**src/include/tcsm_regs.vh**
```
/*
 Register map, field layout and mode encodings for the timer channel
 start-mode control block. Assumes inclusion by bare name from hw files.
*/
`ifndef TCSM_REGS_VH
`define TCSM_REGS_VH

// ----------------------------------------------------------------------
// Register indices (one 32-bit word each; byte address is four times the index)
// ----------------------------------------------------------------------
`define TCSM_MODE_BASE      20'hF0190
`define TCSM_MODE_LAST      20'hF019E
`define TCSM_CTRL_OFF       20'hF01A0
`define TCSM_STAT_OFF       20'hF01A4

// ----------------------------------------------------------------------
// Field layout and reset values
// ----------------------------------------------------------------------
`define TCSM_START_IRQ_BIT  0
`define TCSM_MODE_LSB       1
`define TCSM_MODE_MSB       3
`define TCSM_MODE_WIDTH     16
`define TCSM_MODE_RESET     16'h0000
`define TCSM_ADDR_LSB       1
`define TCSM_IDX_LSB        2
`define TCSM_PADDR_MSB      21

// ----------------------------------------------------------------------
// Operating modes
// ----------------------------------------------------------------------
`define TCSM_MD_INTERVAL    3'h0
`define TCSM_MD_CAPTURE     3'h2
`define TCSM_MD_EVENT       3'h3
`define TCSM_MD_ONECOUNT    3'h4
`define TCSM_MD_CAP_ONE     3'h6

`endif

```
**src/hw/tcsm_channel.v**
```verilog
/*
 One timer channel: start/trigger handling per mode and start-interrupt bit.
 Assumes triggers and terminal-count are synchronous single-cycle pulses.
*/
`timescale 1ns/10ps
`default_nettype none
`include "tcsm_regs.vh"

module tcsm_channel #(
    parameter CNT_W = 16
) (
    input  wire             pclk,
    input  wire             presetn,
    input  wire [2:0]       operating_mode_field,
    input  wire             start_interrupt_select,
    input  wire             enable,
    input  wire             start_trigger,
    input  wire [CNT_W-1:0] count_load,
    output reg              counting,
    output reg              timer_irq,
    output reg              timer_out,
    output reg  [CNT_W-1:0] count
);
    // ------------------------------------------------------------------
    // Mode decode
    // ------------------------------------------------------------------
    wire iv_cap  = (operating_mode_field == `TCSM_MD_INTERVAL) ||
                   (operating_mode_field == `TCSM_MD_CAPTURE);
    wire one_cnt = (operating_mode_field == `TCSM_MD_ONECOUNT);
    wire cap_one = (operating_mode_field == `TCSM_MD_CAP_ONE);
    wire one_shot = one_cnt || cap_one;
    // Start honoured when idle; retrigger only in one-count with bit set
    wire retrig  = one_cnt && start_interrupt_select;
    wire take    = start_trigger && (!counting || retrig);
    // Start interrupt only when idle start in interval/capture with bit set
    wire st_irq  = take && !counting && iv_cap && start_interrupt_select;
    wire at_end  = counting && (count == {CNT_W{1'b0}});

    // ------------------------------------------------------------------
    // Counter, interrupt and output
    // ------------------------------------------------------------------
    always @(posedge pclk or negedge presetn) begin
        if (!presetn) begin
            counting  <= 1'b0;
            timer_irq <= 1'b0;
            timer_out <= 1'b0;
            count     <= {CNT_W{1'b0}};
        end else begin
            timer_irq <= 1'b0;
            if (!enable) begin
                counting <= 1'b0;
            end else if (take) begin
                counting <= 1'b1;                  // Restart reloads count
                count    <= count_load;
                if (st_irq) begin
                    timer_irq <= 1'b1;
                    timer_out <= ~timer_out;
                end
            end else if (at_end) begin
                // Terminal count: interrupt and toggle, one-shots stop
                timer_irq <= 1'b1;
                timer_out <= ~timer_out;
                if (one_shot) begin
                    counting <= 1'b0;
                end else begin
                    count <= count_load;
                end
            end else if (counting) begin
                count <= count - {{(CNT_W-1){1'b0}}, 1'b1};
            end
        end
    end
endmodule
`default_nettype wire

```
**src/hw/tcsm_top.v**
```verilog
/*
 Eight-channel timer start-mode control with APB register access.
 Assumes a single pclk domain and triggers synchronous to pclk.
*/
`timescale 1ns/10ps
`default_nettype none
`include "tcsm_regs.vh"

module tcsm_top #(
    parameter NCH   = 8,
    parameter CNT_W = 16
) (
    input  wire             pclk,
    input  wire             presetn,
    input  wire             psel,
    input  wire             penable,
    input  wire             pwrite,
    input  wire [21:0]      paddr,
    input  wire [31:0]      pwdata,
    output reg  [31:0]      prdata,
    output reg              pready,
    output reg              pslverr,
    input  wire [NCH-1:0]   start_trigger,
    output reg  [NCH-1:0]   timer_irq,
    output reg  [NCH-1:0]   timer_out
);
    // ------------------------------------------------------------------
    // Register storage
    // ------------------------------------------------------------------
    reg  [`TCSM_MODE_WIDTH-1:0] channel_mode_register [0:NCH-1];
    reg  [NCH-1:0]              chan_enable;
    wire [NCH-1:0]              ch_counting;
    wire [NCH-1:0]              ch_irq;
    wire [NCH-1:0]              ch_out;
    wire [CNT_W-1:0]            ch_count [0:NCH-1];
    integer                     i;

    // Channel number from a register index in the mode window
    function [2:0] mode_index;
        input [19:0] addr;
        begin
            mode_index = addr[`TCSM_ADDR_LSB+2:`TCSM_ADDR_LSB];
        end
    endfunction

    function is_mode_addr;
        input [19:0] addr;
        begin
            is_mode_addr = (addr >= `TCSM_MODE_BASE) && (addr <= `TCSM_MODE_LAST) &&
                           (addr[0] == 1'b0);
        end
    endfunction

    // ------------------------------------------------------------------
    // Channels
    // ------------------------------------------------------------------
    genvar g;
    generate
        for (g = 0; g < NCH; g = g + 1) begin : gen_ch
            tcsm_channel #(
                .CNT_W (CNT_W)
            ) u_ch (
                .pclk                   (pclk),
                .presetn                (presetn),
                .operating_mode_field   (channel_mode_register[g][`TCSM_MODE_MSB:`TCSM_MODE_LSB]),
                .start_interrupt_select (channel_mode_register[g][`TCSM_START_IRQ_BIT]),
                .enable                 (chan_enable[g]),
                .start_trigger          (start_trigger[g]),
                .count_load             (channel_mode_register[g]),
                .counting               (ch_counting[g]),
                .timer_irq              (ch_irq[g]),
                .timer_out              (ch_out[g]),
                .count                  (ch_count[g])
            );
        end
    endgenerate

    // ------------------------------------------------------------------
    // Outputs re-registered so every top output comes from a flop
    // ------------------------------------------------------------------
    always @(posedge pclk or negedge presetn) begin
        if (!presetn) begin
            timer_irq <= {NCH{1'b0}};
            timer_out <= {NCH{1'b0}};
        end else begin
            timer_irq <= ch_irq;
            timer_out <= ch_out;
        end
    end

    // ------------------------------------------------------------------
    // APB slave: zero wait states, error on unmapped address
    // ------------------------------------------------------------------
    // Word index of the access; sub-word byte addresses are refused
    wire [19:0] reg_idx  = paddr[`TCSM_PADDR_MSB:`TCSM_IDX_LSB];
    wire        word_ok  = (paddr[`TCSM_IDX_LSB-1:0] == 2'b00);
    wire        mode_hit = word_ok && is_mode_addr(reg_idx);
    wire        ctrl_hit = word_ok && (reg_idx == `TCSM_CTRL_OFF);
    wire        stat_hit = word_ok && (reg_idx == `TCSM_STAT_OFF);
    wire        access   = psel && penable;
    wire        mapped   = mode_hit || ctrl_hit || stat_hit;

    always @(posedge pclk or negedge presetn) begin
        if (!presetn) begin
            for (i = 0; i < NCH; i = i + 1) begin
                channel_mode_register[i] <= `TCSM_MODE_RESET;
            end
            chan_enable <= {NCH{1'b0}};
            prdata      <= 32'h00000000;
            pready      <= 1'b0;
            pslverr     <= 1'b0;
        end else begin
            // Pready pulses in the first access cycle, so one wait-free answer
            pready  <= psel && !penable;
            pslverr <= psel && !penable && !mapped;
            if (access && pready && pwrite) begin
                // Software is trusted to write only allowed settings
                if (mode_hit) begin
                    channel_mode_register[mode_index(reg_idx)] <= pwdata[`TCSM_MODE_WIDTH-1:0];
                end else if (ctrl_hit) begin
                    chan_enable <= pwdata[NCH-1:0];
                end
            end
            if (psel && !penable && !pwrite) begin
                if (mode_hit) begin
                    prdata <= {16'h0000, channel_mode_register[mode_index(reg_idx)]};
                end else if (ctrl_hit) begin
                    prdata <= {{(32-NCH){1'b0}}, chan_enable};
                end else if (stat_hit) begin
                    prdata <= {{(32-NCH){1'b0}}, ch_counting};
                end else begin
                    prdata <= 32'h00000000;
                end
            end
        end
    end
endmodule
`default_nettype wire

```
**config.mk**
```make
export PLATFORM = sky130hd
export DESIGN_NAME = tcsm_top
export DESIGN_NICKNAME = d
export VERILOG_FILES = /design/src/hw/tcsm_channel.v /design/src/hw/tcsm_top.v
export VERILOG_INCLUDE_DIRS = /design/src /design/src/include
export SDC_FILE = /design/constraint.sdc
export NUM_CORES = 1
export LEC_CHECK = 0
export ABC_AREA = 1
export BUFFER_PORTS_ARGS = -buffer_cell sky130_fd_sc_hd__buf_4
export CAP_MARGIN = 20
export CORE_MARGIN = 2
export CORE_UTILIZATION = 45
export CTS_BUF_LIST = sky130_fd_sc_hd__clkbuf_2
export DETAILED_ROUTE_END_ITERATION = 8
export PLACE_DENSITY_LB_ADDON = 0.25
export SLEW_MARGIN = 20
export SYNTH_ARGS = -nofsm -noshare
export SYNTH_HDL_FRONTEND = slang
export SYNTH_HIERARCHICAL = 1
export SYNTH_SLANG_ARGS = --single-unit
```
**constraint.sdc**
```tcl
create_clock -name pclk -period 1.8 [get_ports pclk]
set_input_delay 0.36 -clock pclk [delete_from_list [all_inputs] [get_ports pclk]]
set_output_delay 0.36 -clock pclk [all_outputs]
set_load 0.005 [all_outputs]
```
**Word level (Yosys, flattened, before mapping)**

Cells that the tools add are included.

- Output and inout port bits: 50
- Word-level logic and storage cells: 412
- Bits of input ports: 67
- Bits in registers: 338

- Reduce and logical (&&, ||, !) cells: 156
- Multiplexer cells: 129
- Magnitude comparators: 4
- Add/sub/neg operators: 8
- Eq/ne operators: 58
- Bitwise gates (word level): 11

Operators with widths:

| cell | number |
|---|---|
| $mux W16 | 36 |
| $bwmux W128 | 1 |
| $logic_not A16 Y1 | 8 |
| $sub A16 B1 Y16 const B | 8 |
| $mux W1 | 88 |
| $logic_and A1 B1 Y1 | 60 |
| $reduce_and A3 Y1 | 17 |
| $bmux W16 S3 | 1 |
| $demux W16 S3 | 1 |
| $eq A3 B3 Y1 const B | 16 |
| $ne A3 B1 Y1 const B | 16 |
| $eq A20 B20 Y1 const B | 2 |
| $logic_or A1 B1 Y1 | 26 |
| $eq A3 B2 Y1 const B | 8 |
| $logic_not A3 Y1 | 8 |
| $ne A3 B3 Y1 const B | 8 |
| $reduce_bool A3 Y1 | 8 |
| $ge A20 B20 Y1 const B | 1 |
| $le A20 B20 Y1 const B | 1 |
| $reduce_and A2 Y1 | 9 |
| $mux W8 | 2 |
| $ne A2 B2 Y1 const B | 8 |
| $reduce_bool A2 Y1 | 8 |
| $logic_not A1 Y1 | 11 |
| other kinds (5) | 14 |

**Logic depth before layout (Yosys ltp)**

Gate-level depths: netlist of the first run.

- Depth after elaboration: 10
- Gate-level depth with buffers: 12
- Depth with buffers taken out: 11

**By module**

Netlist of the first run, hierarchy kept.

Modules (own cells, without submodules):

| module | cells an instance | area each (sq um) | instances | sequential area each (sq um) |
|---|---|---|---|---|
| tcsm_channel at gen_ch[0].u_ch ... | 222 | 1,382.6 | 7 | 475.5 |
| tcsm_top | 933 | 7,782.5 | 1 | 4,254.1 |
| tcsm_channel at gen_ch[7].u_ch | 221 | 1,380.1 | 1 | 475.5 |

**Worst setup path after synthesis of the first run**

OpenSTA, ideal clock, no wires.

- Path type: reg2reg
- Start: register gen_ch[0].u_ch.count[0]
- End: register gen_ch[0].u_ch.count[0]
- Library setup time: 0.116 ns
- Required time: 1.684 ns
- Path slack: 0.168 ns
- Path buffers: 1
- Arrival: 1.515 ns
- Cell stages (with the launch flop): 11
- Clock period less this slack: 1.632 ns
- Cells stage by stage: dfrtp_1 > inv_1 > ha_1 > nand2_2 > nor2_8 > nand3_4 > o21bai_4 > inv_2 > buf_6 > nand2_1 > nand2_1

- Word-level cells in the longest chain between the ends: 4
- Elaborated cells between the ends (all ways): 9
- Classes of those cells: add/sub (1); eq/ne (1); mux (3); reduce/logical (4)

RTL lines:

| what | RTL line | text |
|---|---|---|
| start: declaration | tcsm_channel.v:22 | `output reg [CNT_W-1:0] count` |
| start signal: assignment | tcsm_channel.v:47 | `count <= {CNT_W{1'b0}};` |
| start signal: assignment | tcsm_channel.v:54 | `count <= count_load;` |
| start signal: assignment | tcsm_channel.v:66 | `count <= count_load;` |
| $sub A16 B1 Y16 or $logic_not A16 Y1 (tied branches) | tcsm_channel.v:69, tcsm_channel.v:37 |  |
| $mux W16 or $logic_and A1 B1 Y1 (tied branches) | tcsm_channel.v:68, tcsm_channel.v:37 |  |
| $mux W16 (tied with other cells) | tcsm_channel.v:59 | `end else if (at_end) begin` |
| $mux W16 or $reduce_and A3 Y1 (tied branches) | - |  |

Several ways; a longest one is shown, not always the timed one. The select of a mux whose other input is x is not followed.
A chain may end at the register's enable or synchronous reset.

**Final worst setup path of the first run**

- Start: register prdata[11]
- End: output prdata[11]

RTL lines:

| what | RTL line | text |
|---|---|---|
| start: declaration | tcsm_top.v:20 | `output reg [31:0] prdata,` |
| start signal: assignment | tcsm_top.v:126 | `prdata <= {16'h0000, channel_mode_register[mode_index(reg_idx)]};` |
| start signal: assignment | tcsm_top.v:128 | `prdata <= {{(32-NCH){1'b0}}, chan_enable};` |
| start signal: assignment | tcsm_top.v:130 | `prdata <= {{(32-NCH){1'b0}}, ch_counting};` |

No word-level cell between the ends.

==> run metrics, run 1 <==
failing checks setup timing; CTS tree built; Max FO, Critical Path 2; fraction of registers with async set/reset 100%; Power Density 618 nW/um^2; CP required 1.44 ns; final HPWL from detailed placement 40400 um; Total Routing Usage GR 26.1%; Post-Syn Area 18800 um^2; share of cells above drive strength 1 15.1%; Pre-antenna DRT Iters 8; worst relative slew slack 53.2%; Post-synth EDFFs 0; Routed WL 56600 um; largest family of logic cells by synthesized area simple AND/OR/NAND/NOR gates; HP Class input port to flop; CORE AREA 41100 um^2; Yosys top cell by area dfrtp_1; crit-path cells buf_6; Worst Setup Path Type flop to primary output; PortBufs 84; Iteration-0 DRC Markers 1383; grt total ovfl 0; status finished with violations; Final setup violation count 34; number of max-cap violations 0; Area growth syn-to-layout 16.5%; multiplexer share of the synthesized area 0%; Final ANT Viol Nets 0; largest net degree at the start of global routing 64; met2 usage between 40 and 50%; cell family with the largest share of critical-path delay flip-flops; busiest layer in global routing met2; Yosys cell types 37; Leak 12.7 nW; setup ws final -0.181 ns; initial antenna violation count 2; simple-gate share of the synthesized area 40.7%; Synth Register Bits between 300 and 400; pre-CTS setup slack roughly 0.0052 ns; Seq/Total Area, Yosys 42.8%; Setup crit end kind primary output; met3 usage in global routing 4.51%; fin crit period 1.98 ns; Rows 74; Nets 3033; vias in the first global route 16900; worst slew pin tran 0.701 ns; Worst VDD drop 0.438 mV; drt wl/cell roughly 16 um; die area around 44000 um^2; CTS clk-pin slew, worst paths ~0.10 ns; final hold vios 0; Die Y roughly 210 um; CP max-delay cell dfrtp_1; Chip Width about 210 um; dpl cell area 20400 um^2; Final Cycle Share 110%; Synth Area in XOR/XNOR 2.28%; Post-Layout Cell Count 3557; Synth Instances 2708; DRC errors left 0; CP startpoint kind flop; cts bufs inserted 88; crit-path max cell delay between 0.4 and 0.5 ns; Ys Warns 6; reg-to-reg setup timing slack 0.11 ns; area fraction of the dominant cell type after synthesis 42.8%; Synth Area in Adders less than 1%; Avg Inst Size Synth 6.96 um^2; Final Max Slew Viols 0; main area contributors after synthesis dfrtp_1 43%, nand2_1 28%, nor2_1 4.3%; most common cell in the netlist nand2_1; skew final 0.0440 ns; CP bufs+invs 1; TritonCTS Sinks between 300 and 400; H-tree levels 3; biggest regs channel_mode_register: 128 flops, gen_ch.u_ch/count: 128 flops, prdata: 16 flops; clk_lat worst skew 1.02 ns; Synth Flop Type dfrtp_1; DP Cell Count 3350; drt via density between 5 and 6; first-pass GRT wire length 89700 um; RePlAce Congestion 0.978; CP arrival 1.62 ns; total I/O pin count 117; Starting Density 45.8%; fmax 505 MHz; CTS Buffer Depth 3; cell area after layout approximately 22000 um^2; total number of vias 18000; GR Util met1 a little over a third; clk root buf clkbuf_2; Post-synth top cells 1384 x nand2_1, 322 x dfrtp_1, 215 x nor2_1; Synth Area in Compound Gates 6.44%; RSZ-0062 raised after global routing yes
==> logic make-up after synthesis <==
logic type | Yosys count
AND/OR/NAND/NOR | 1829
flip-flops | 322
buffers and inverters | 282
AO/OA/AOI/OAI | 217
XOR/XNOR | 49
adder cells (fa/ha/maj) | 8
other | 1
==> path summary, 6_finish.rpt <==
check	start	to	cells after the start
setup / recovery	prdata[11]	prdata[11]	1
setup reg to reg	gen_ch[3].u_ch/count[0]	gen_ch[3].u_ch/count[5]	9
min in group asynchronous	presetn	channel_mode_register[44]	4
hold / removal	paddr[2]	prdata[1]	9
hold reg to reg	gen_ch[6].u_ch/timer_irq	timer_irq[6]	0
max in group asynchronous	presetn	gen_ch[1].u_ch/count[4]	4
==> per-stage QoR <==
stage / total power (W) / hold slack [ns] / util (%) / TNS (ns)
5_1_grt: 0.0142 / 0.0347 / 53.4 / -6.78
2_1_floorplan: 0.00775 / 0.0644 / - / 0
3_3_place_gp: 0.00823 / 0.269 / 49.7 / 0
4_1_cts: 0.0137 / 0.0136 / 52.9 / -6.39
6_report: 0.0136 / 0.113 / 53.4 / -2.82
3_5_place_dp: 0.00824 / 0.272 / 49.7 / 0
==> metal layers <==
metal | share of wire, % | vias to the layer above | wire [um]
li1 | - | 8910 | -
met5 | 0 | - | 0
met4 | 3.9 | 0 | 2220
met2 | 46 | 586 | 25900
met3 | 6.4 | 128 | 3640
met1 | 44 | 8336 | 24800
==> report_power, final <==
group | switching [W] | total [W] | internal [W]
combinational | 0.000620 | 0.000946 | 0.000326
clock | 0.00322 | 0.00538 | 0.00216
sequential | 0.00000138 | 0.00723 | 0.00723
total | 0.00384 | 0.0136 | 0.00972
==> tightest hold or removal path, delay by kind of cell <==
kind                   cells  cell delay (ns)
buffers and inverters      2             0.23
and+or+nand+nor            7             0.53
==> cell type report <==
class                      count  area (um^2)
multi-input combinational   2119         9560
clock buffer                 126          631
inverter                     191          729
timing repair buffer         236         2130
antenna                        2         5.00
clock inverter                29          166
fill                        4101        19200
sequential                   322         8060
tap                          532          666
==> placed cells by master, fill, tap and decap left out, types with 2 or more instances in the layout <==
cell type / n
buf_12: 11
buf_4: 156
buf_6: 36
bufinv_16: 2
clkbuf_2: 126
clkinv_1: 28
conb_1: 16
dfrtp_1: 321
diode_2: 2
dlygate4sd3_1: 32
ha_1: 4
ha_2: 3
inv_1: 162
inv_2: 22
inv_4: 5
nand2_1: 1384
nand2_2: 6
nand2_4: 21
nand3_1: 78
nand3_4: 8
nand3b_1: 39
nand4_1: 20
nor2_1: 213
nor2_2: 19
nor2_4: 5
nor2_8: 9
nor3_1: 9
o21ai_0: 67
o21ai_1: 129
o21bai_4: 7
o221ai_1: 3
o22a_1: 2
o22ai_1: 8
or2_2: 15
xnor2_1: 8
xor2_1: 41
==> timing repair <==
action                                  CTS  global route
pin swaps                                 0             4
endpoints found under the hold margin   622             0
hold buffers                             33             0
setup buffers                             3            14
gates resized for setup                  34            30
endpoints found under the setup margin   34           116
Note: power is estimated with default switching activity, not from simulation.
==> inputs of run 2 (changes only) <==
CORE_UTILIZATION = 50   (was 45)
==> run 2 against run 1 <==
The run still ends with setup timing left. Hold slack worse by 0.021 ns. Non-clock buffer count is 19 higher. Largest power group unchanged. Combinational power is 2% higher. Critical endpoint unchanged. Sequential share of layout area fell by 0.34 points. Cell count is 0.11% lower. Critical path depth unchanged. Register-to-register slack worse by 0.04 ns. Critical path type unchanged. First-iteration DRC count rose by 5.1%. Final area rose by 0.91%. Global-route usage rose by 2.8 points. Sequential cell count unchanged.
==> run metrics, run 2 (synthesized netlist as in run 1, its figures left out) <==
crit-path cells buf_6; die area 39200 um^2; grt total ovfl 0; CP required ~1.4 ns; worst slew pin tran 0.621 ns; Chip Width 198 um; Final setup violation count 30; HP Class input port to flop; cts bufs inserted 88; CTS Buffer Depth 3; CP bufs+invs 1; Final Max Slew Viols 0; Final ANT Viol Nets 0; number of max-cap violations 0; Leak around 13 nW; share of cells above drive strength 1 15.8%; CP startpoint kind flop; post-route setup TNS -1.26 ns; total number of vias 18100; Pwr Total 0.0134 W; Worst Setup Path Type flop to primary output; Total Routing Usage GR 28.9%; hold_ws 0.0919 ns; largest net degree at the start of global routing 57; Die Y roughly 200 um; Iteration-0 DRC Markers 1454; DRC errors left 0; total I/O pin count 117; Power Density 607 nW/um^2; most common cell after layout, fill and taps aside nand2_1; Nets 3052; Rows 71; PortBufs 84; most frequent cells in the layout 1384 x nand2_1, 322 x dfrtp_1, 209 x nor2_1; CTS tree built; CTS clk-pin slew, worst paths 0.11 ns; dpl cell area roughly 21000 um^2; TritonCTS Sinks ~320; Routed WL approximately 56000 um; setup ws final -0.0976 ns; clk_lat worst skew between 0.9 and 1 ns; fin crit period 1.90 ns; biggest regs channel_mode_register: 128 flops, gen_ch.u_ch/count: 128 flops, prdata: 16 flops; CP max-delay cell dfrtp_1; Final Cycle Share 105%; CORE AREA 37400 um^2; crit-path max cell delay 0.43 ns; drt via density 5.10; RSZ-0062 raised after global routing yes; Setup crit end kind primary output; Worst VDD drop 0.378 mV; failing checks setup timing; status finished with violations; skew final 0.0800 ns; Max FO, Critical Path 2; fmax 527 MHz; cell area after layout between 20000 and 25000 um^2; RePlAce Congestion ~0.96; clk root buf clkbuf_2; H-tree levels 3; Starting Density about half; initial antenna violation count 2; Pre-antenna DRT Iters 6; cell family with the largest share of critical-path delay flip-flops; Final Util 59.2%; final hold vios 0; drt wl/cell 15.7 um; worst relative slew slack 58.6%; final HPWL from detailed placement around 40000 um; Area growth syn-to-layout 17.5%; CP arrival between 1.5 and 2 ns; first-pass GRT wire length 88300 um; vias in the first global route approximately 17000
## run 2: cell types whose count changed in the layout (fill, tap and decap cells not counted), sizes merged
| cell | previous run | this run |
|---|---|---|
| dlygate4sd3 | 32 | 31 |
| inv | 189 | 190 |
| diode | 2 | 3 |
| buf | 204 | 224 |
| clkinv | 29 | 35 |
| clkbuf | 126 | 115 |
| clkinvlp | 0 | 1 |
## run 2: final cells by class
class / instances / area [um^2]
diodes: 3 / 7.51
clock buffers: 115 / 576
clock inverters: 37 / 201
fillers: 3483 / 15300
inverters: 191 / 738
multi-input cells: 2119 / 9590
flip-flops and latches: 322 / 8060
well taps: 511 / 639
repair buffers: 255 / 2340
## run 2: worst paths after layout
kind,end,cells past startpoint,slack [ns],from
max in group asynchronous,gen_ch[3].u_ch/count[5],4,0.80,presetn
min,chan_enable[1],8,0.09,paddr[8]
max,prdata[11],1,-0.1,prdata[11]
min reg2reg,timer_irq[6],0,0.34,gen_ch[6].u_ch/timer_irq
min in group asynchronous,gen_ch[6].u_ch/count[9],4,0.58,presetn
max reg2reg,chan_enable[2],7,0.07,pready
## run 2: through the flow
stage                     cells  setup slack, ns
after floorplan            2723            0.168
after global placement     3339           -0.164
after detailed placement   3339           -0.184
after CTS                  3529           -0.170
after global routing       3553           -0.184
final                      3553          -0.0976
## run 2: routing by layer
metal | vias up | routed length, um | global-route usage (%) | part of all wire [%]
met5 | - | 0 | 0 | 0
met4 | 0 | 2370 | 13.1 | 4.3
met3 | 144 | 3330 | 5.23 | 6.0
met2 | 575 | 25300 | 45.1 | 45
met1 | 8445 | 24700 | 39.4 | 44
li1 | 8969 | - | - | -
## run 2: power breakdown
part           leakage, nW  internal, W  total, W  switching (W)
clock network        0.588      0.00204   0.00524        0.00320
logic                 7.69     0.000341  0.000961       0.000621
registers             4.50      0.00723   0.00723     0.00000140
## run 2: timing repair
item / in CTS / in global routing
buffers inserted: 6 / 21
pin swaps: 0 / 11
endpoints found under the hold margin: 591 / 0
hold buffers: 32 / 0
gates resized for setup: 36 / 42
endpoints found under the setup margin: 39 / 151
==> inputs of run 3 (changes only) <==
ABC_AREA = unset   (was 1)
CORE_UTILIZATION = 47   (was 50)
==> run 3 against run 2 <==
The flow still finishes with violations (setup timing). Power is 5.0% higher. Sequential power about the same. Register-to-register slack lost 0.37 ns. Hold slack worse by 0.074 ns. Global-route usage grew 2.5 points. Die area grew 1.1%. Sequential share of layout area is 6.6 points lower. Maximum frequency fell by 9.8%.
==> run metrics, run 3 <==
status finished with violations; failing checks setup timing; Total Routing Usage GR roughly a third; total number of vias approximately 17000; Final setup violation count between 300 and 400; Post-synth EDFFs 0; initial antenna violation count 4; Final Util between 70% and 80%; Seq/Total Area, Yosys 45.0%; Power Density between 500 and 600 nW/um^2; cell area after layout 27000 um^2; Post-synth top cells 322 x dfrtp_1, 135 x mux2_2, 115 x a21oi_1, 115 x o21ai_0, 106 x nor2_1; Final ANT Viol Nets 0; Post-Syn Area 17900 um^2; total I/O pin count between 100 and 150; number of max-cap violations 0; final hold vios 0; Pre-antenna DRT Iters 6; drt wl/cell 21.8 um; grt total ovfl 0; Synth Instances 1719; final HPWL from detailed placement 42500 um; cts bufs inserted between 80 and 90; worst slew pin tran 0.572 ns; Ys Warns 6; Area growth syn-to-layout 50.9%; dpl cell area 22800 um^2; setup ws final -0.304 ns; HP Class input port to flop; drt via density 5.97; worst relative slew slack approximately three fifths; CP required approximately 2.6 ns; CTS clk-pin slew, worst paths roughly 0.11 ns; vias in the first global route 17200; clk root buf clkbuf_2; H-tree levels 3; worst r2r src pready; Yosys cell types 85; RePlAce Congestion 0.967; Starting Density 47.7%; CP startpoint kind flop; CP startpoint pready; skew final between 0.07 and 0.08 ns; Synth Flop Type dfrtp_1; Setup crit end kind flop; clk_lat worst skew 1.01 ns; share of cells above drive strength 1 between 50% and 60%; area fraction of the dominant cell type after synthesis 45.0%; biggest regs channel_mode_register: 128 flops, gen_ch.u_ch/count: 128 flops, prdata: 16 flops; fmax roughly 480 MHz; most common cell in the netlist dfrtp_1; CTS Buffer Depth 3; largest net degree at the start of global routing 56; PortBufs 84; pre-CTS setup slack -0.641 ns; Worst Setup Path Type flop to flop; most frequent cells in the layout 429 x buf_4, 320 x dfrtp_1, 120 x clkbuf_2; Nets between 2000 and 2500; Avg Inst Size Synth about 10 um^2; Leak roughly 12 nW; most common cell after layout, fill and taps aside buf_4; Rows 71; end of the critical path channel_mode_register[45]; source of the worst hold timing path paddr[11]; worst r2r path cells 7; reg-to-reg setup timing slack -0.30 ns; Synth Register Bits around 320; Final Max Slew Viols 0; fin crit period 2.10 ns; Worst VDD drop 0.588 mV; die area between 30000 and 40000 um^2; Yosys top cell by area dfrtp_1; Final Cycle Share 117%; Iteration-0 DRC Markers 1460; main area contributors after synthesis dfrtp_1 45%, mux2_2 8.5%, mux2i_1 4.2%; CORE AREA between 30000 and 40000 um^2; Chip Width ~200 um; Routed WL 63500 um; CP arrival slightly below 3 ns; Reg2Reg Capture Point channel_mode_register[45]; TritonCTS Sinks 322; CTS tree built; hold_ws 0.0181 ns; DRC errors left 0; RSZ-0062 raised after global routing yes; Max FO, Critical Path 8; fraction of registers with async set/reset 100%; Pwr Total 0.0141 W; Die Y roughly 200 um; first-pass GRT wire length 95900 um
==> run 3: cells by family (layout without fill, tap and decap cells) <==
| group | Yosys count | count (layout) | synth area share (%) |
|---|---|---|---|
| and+or+nand+nor | 511 | 511 | 16.9 |
| other | 1 | 19 | 0.0209 |
| AOI/OAI and AO/OA | 450 | 451 | 16.9 |
| buffers and inverters | 186 | 852 | 5.39 |
| xor gates and xnor gates | 8 | 8 | 0.391 |
| muxes | 233 | 233 | 14.9 |
| DFF | 322 | 322 | 45.0 |
| adders and majority gates | 8 | 8 | 0.559 |
==> run 3: area by class of cell <==
class,count,area (um^2)
multi-input combinational,1227,11200
clock inverter,32,235
inverter,70,323
timing repair inverter,4,37.5
clock buffer,120,601
antenna,3,7.51
timing repair buffer,626,5910
sequential,322,8060
fill,2553,10500
tap,511,639
==> run 3: worst min path at each step <==
stage | end | slack [ns] | depth (start not counted)
final | prdata[5] | 0.02 | 6
after CTS | prdata[5] | -0.009 | 6
after floorplan | chan_enable[0] | 0.06 | 0
after detailed placement | timer_irq[4] | 0.34 | 0
after global routing | prdata[5] | -0.01 | 6
after global placement | timer_irq[3] | 0.33 | 0
==> run 3: repair_timing <==
item	4_1_cts	5_1_grt
pin swaps	88	107
hold endpoints to repair	505	0
hold buffers	35	0
buffers inserted	60	30
gates resized for setup	239	275
setup endpoints to repair	320	327
cloned	10	8
==> run 3: through the flow <==
| stage | instances | setup TNS, ns |
|---|---|---|
| detailed placement | 2628 | -96.62 |
| floorplan | 1734 | -47.06 |
| CTS | 2884 | -49.55 |
| global placement | 2628 | -88.88 |
| global route | 2915 | -77.72 |
| finish | 2915 | -53.63 |
==> run 3: critical path, cell delays in order (launching register included) <==
cell       delay (ns)
dfrtp_1          0.37
and4_4           0.26
nand4_1          0.20
buf_4            0.22
nor4_4           0.21
buf_4            0.19
clkbuf_16        0.17
mux2_4           0.30
==> run 3: routing by layer <==
layer / track usage [%] / routed length [um]
met1: 42.0 / 26100
met2: 50.3 / 29900
met3: 5.59 / 4640
met4: 13.2 / 2840
met5: 0 / 13
==> run 3: power breakdown <==
| part | leakage [nW] | internal (W) | total, W | switching (W) |
|---|---|---|---|---|
| Combinational | 7.33 | 0.000525 | 0.00128 | 0.000759 |
| Sequential | 4.36 | 0.00723 | 0.00723 | 0.00000135 |
| Clock | 0.623 | 0.00238 | 0.00560 | 0.00322 |
| Total | 12.3 | 0.0101 | 0.0141 | 0.00398 |
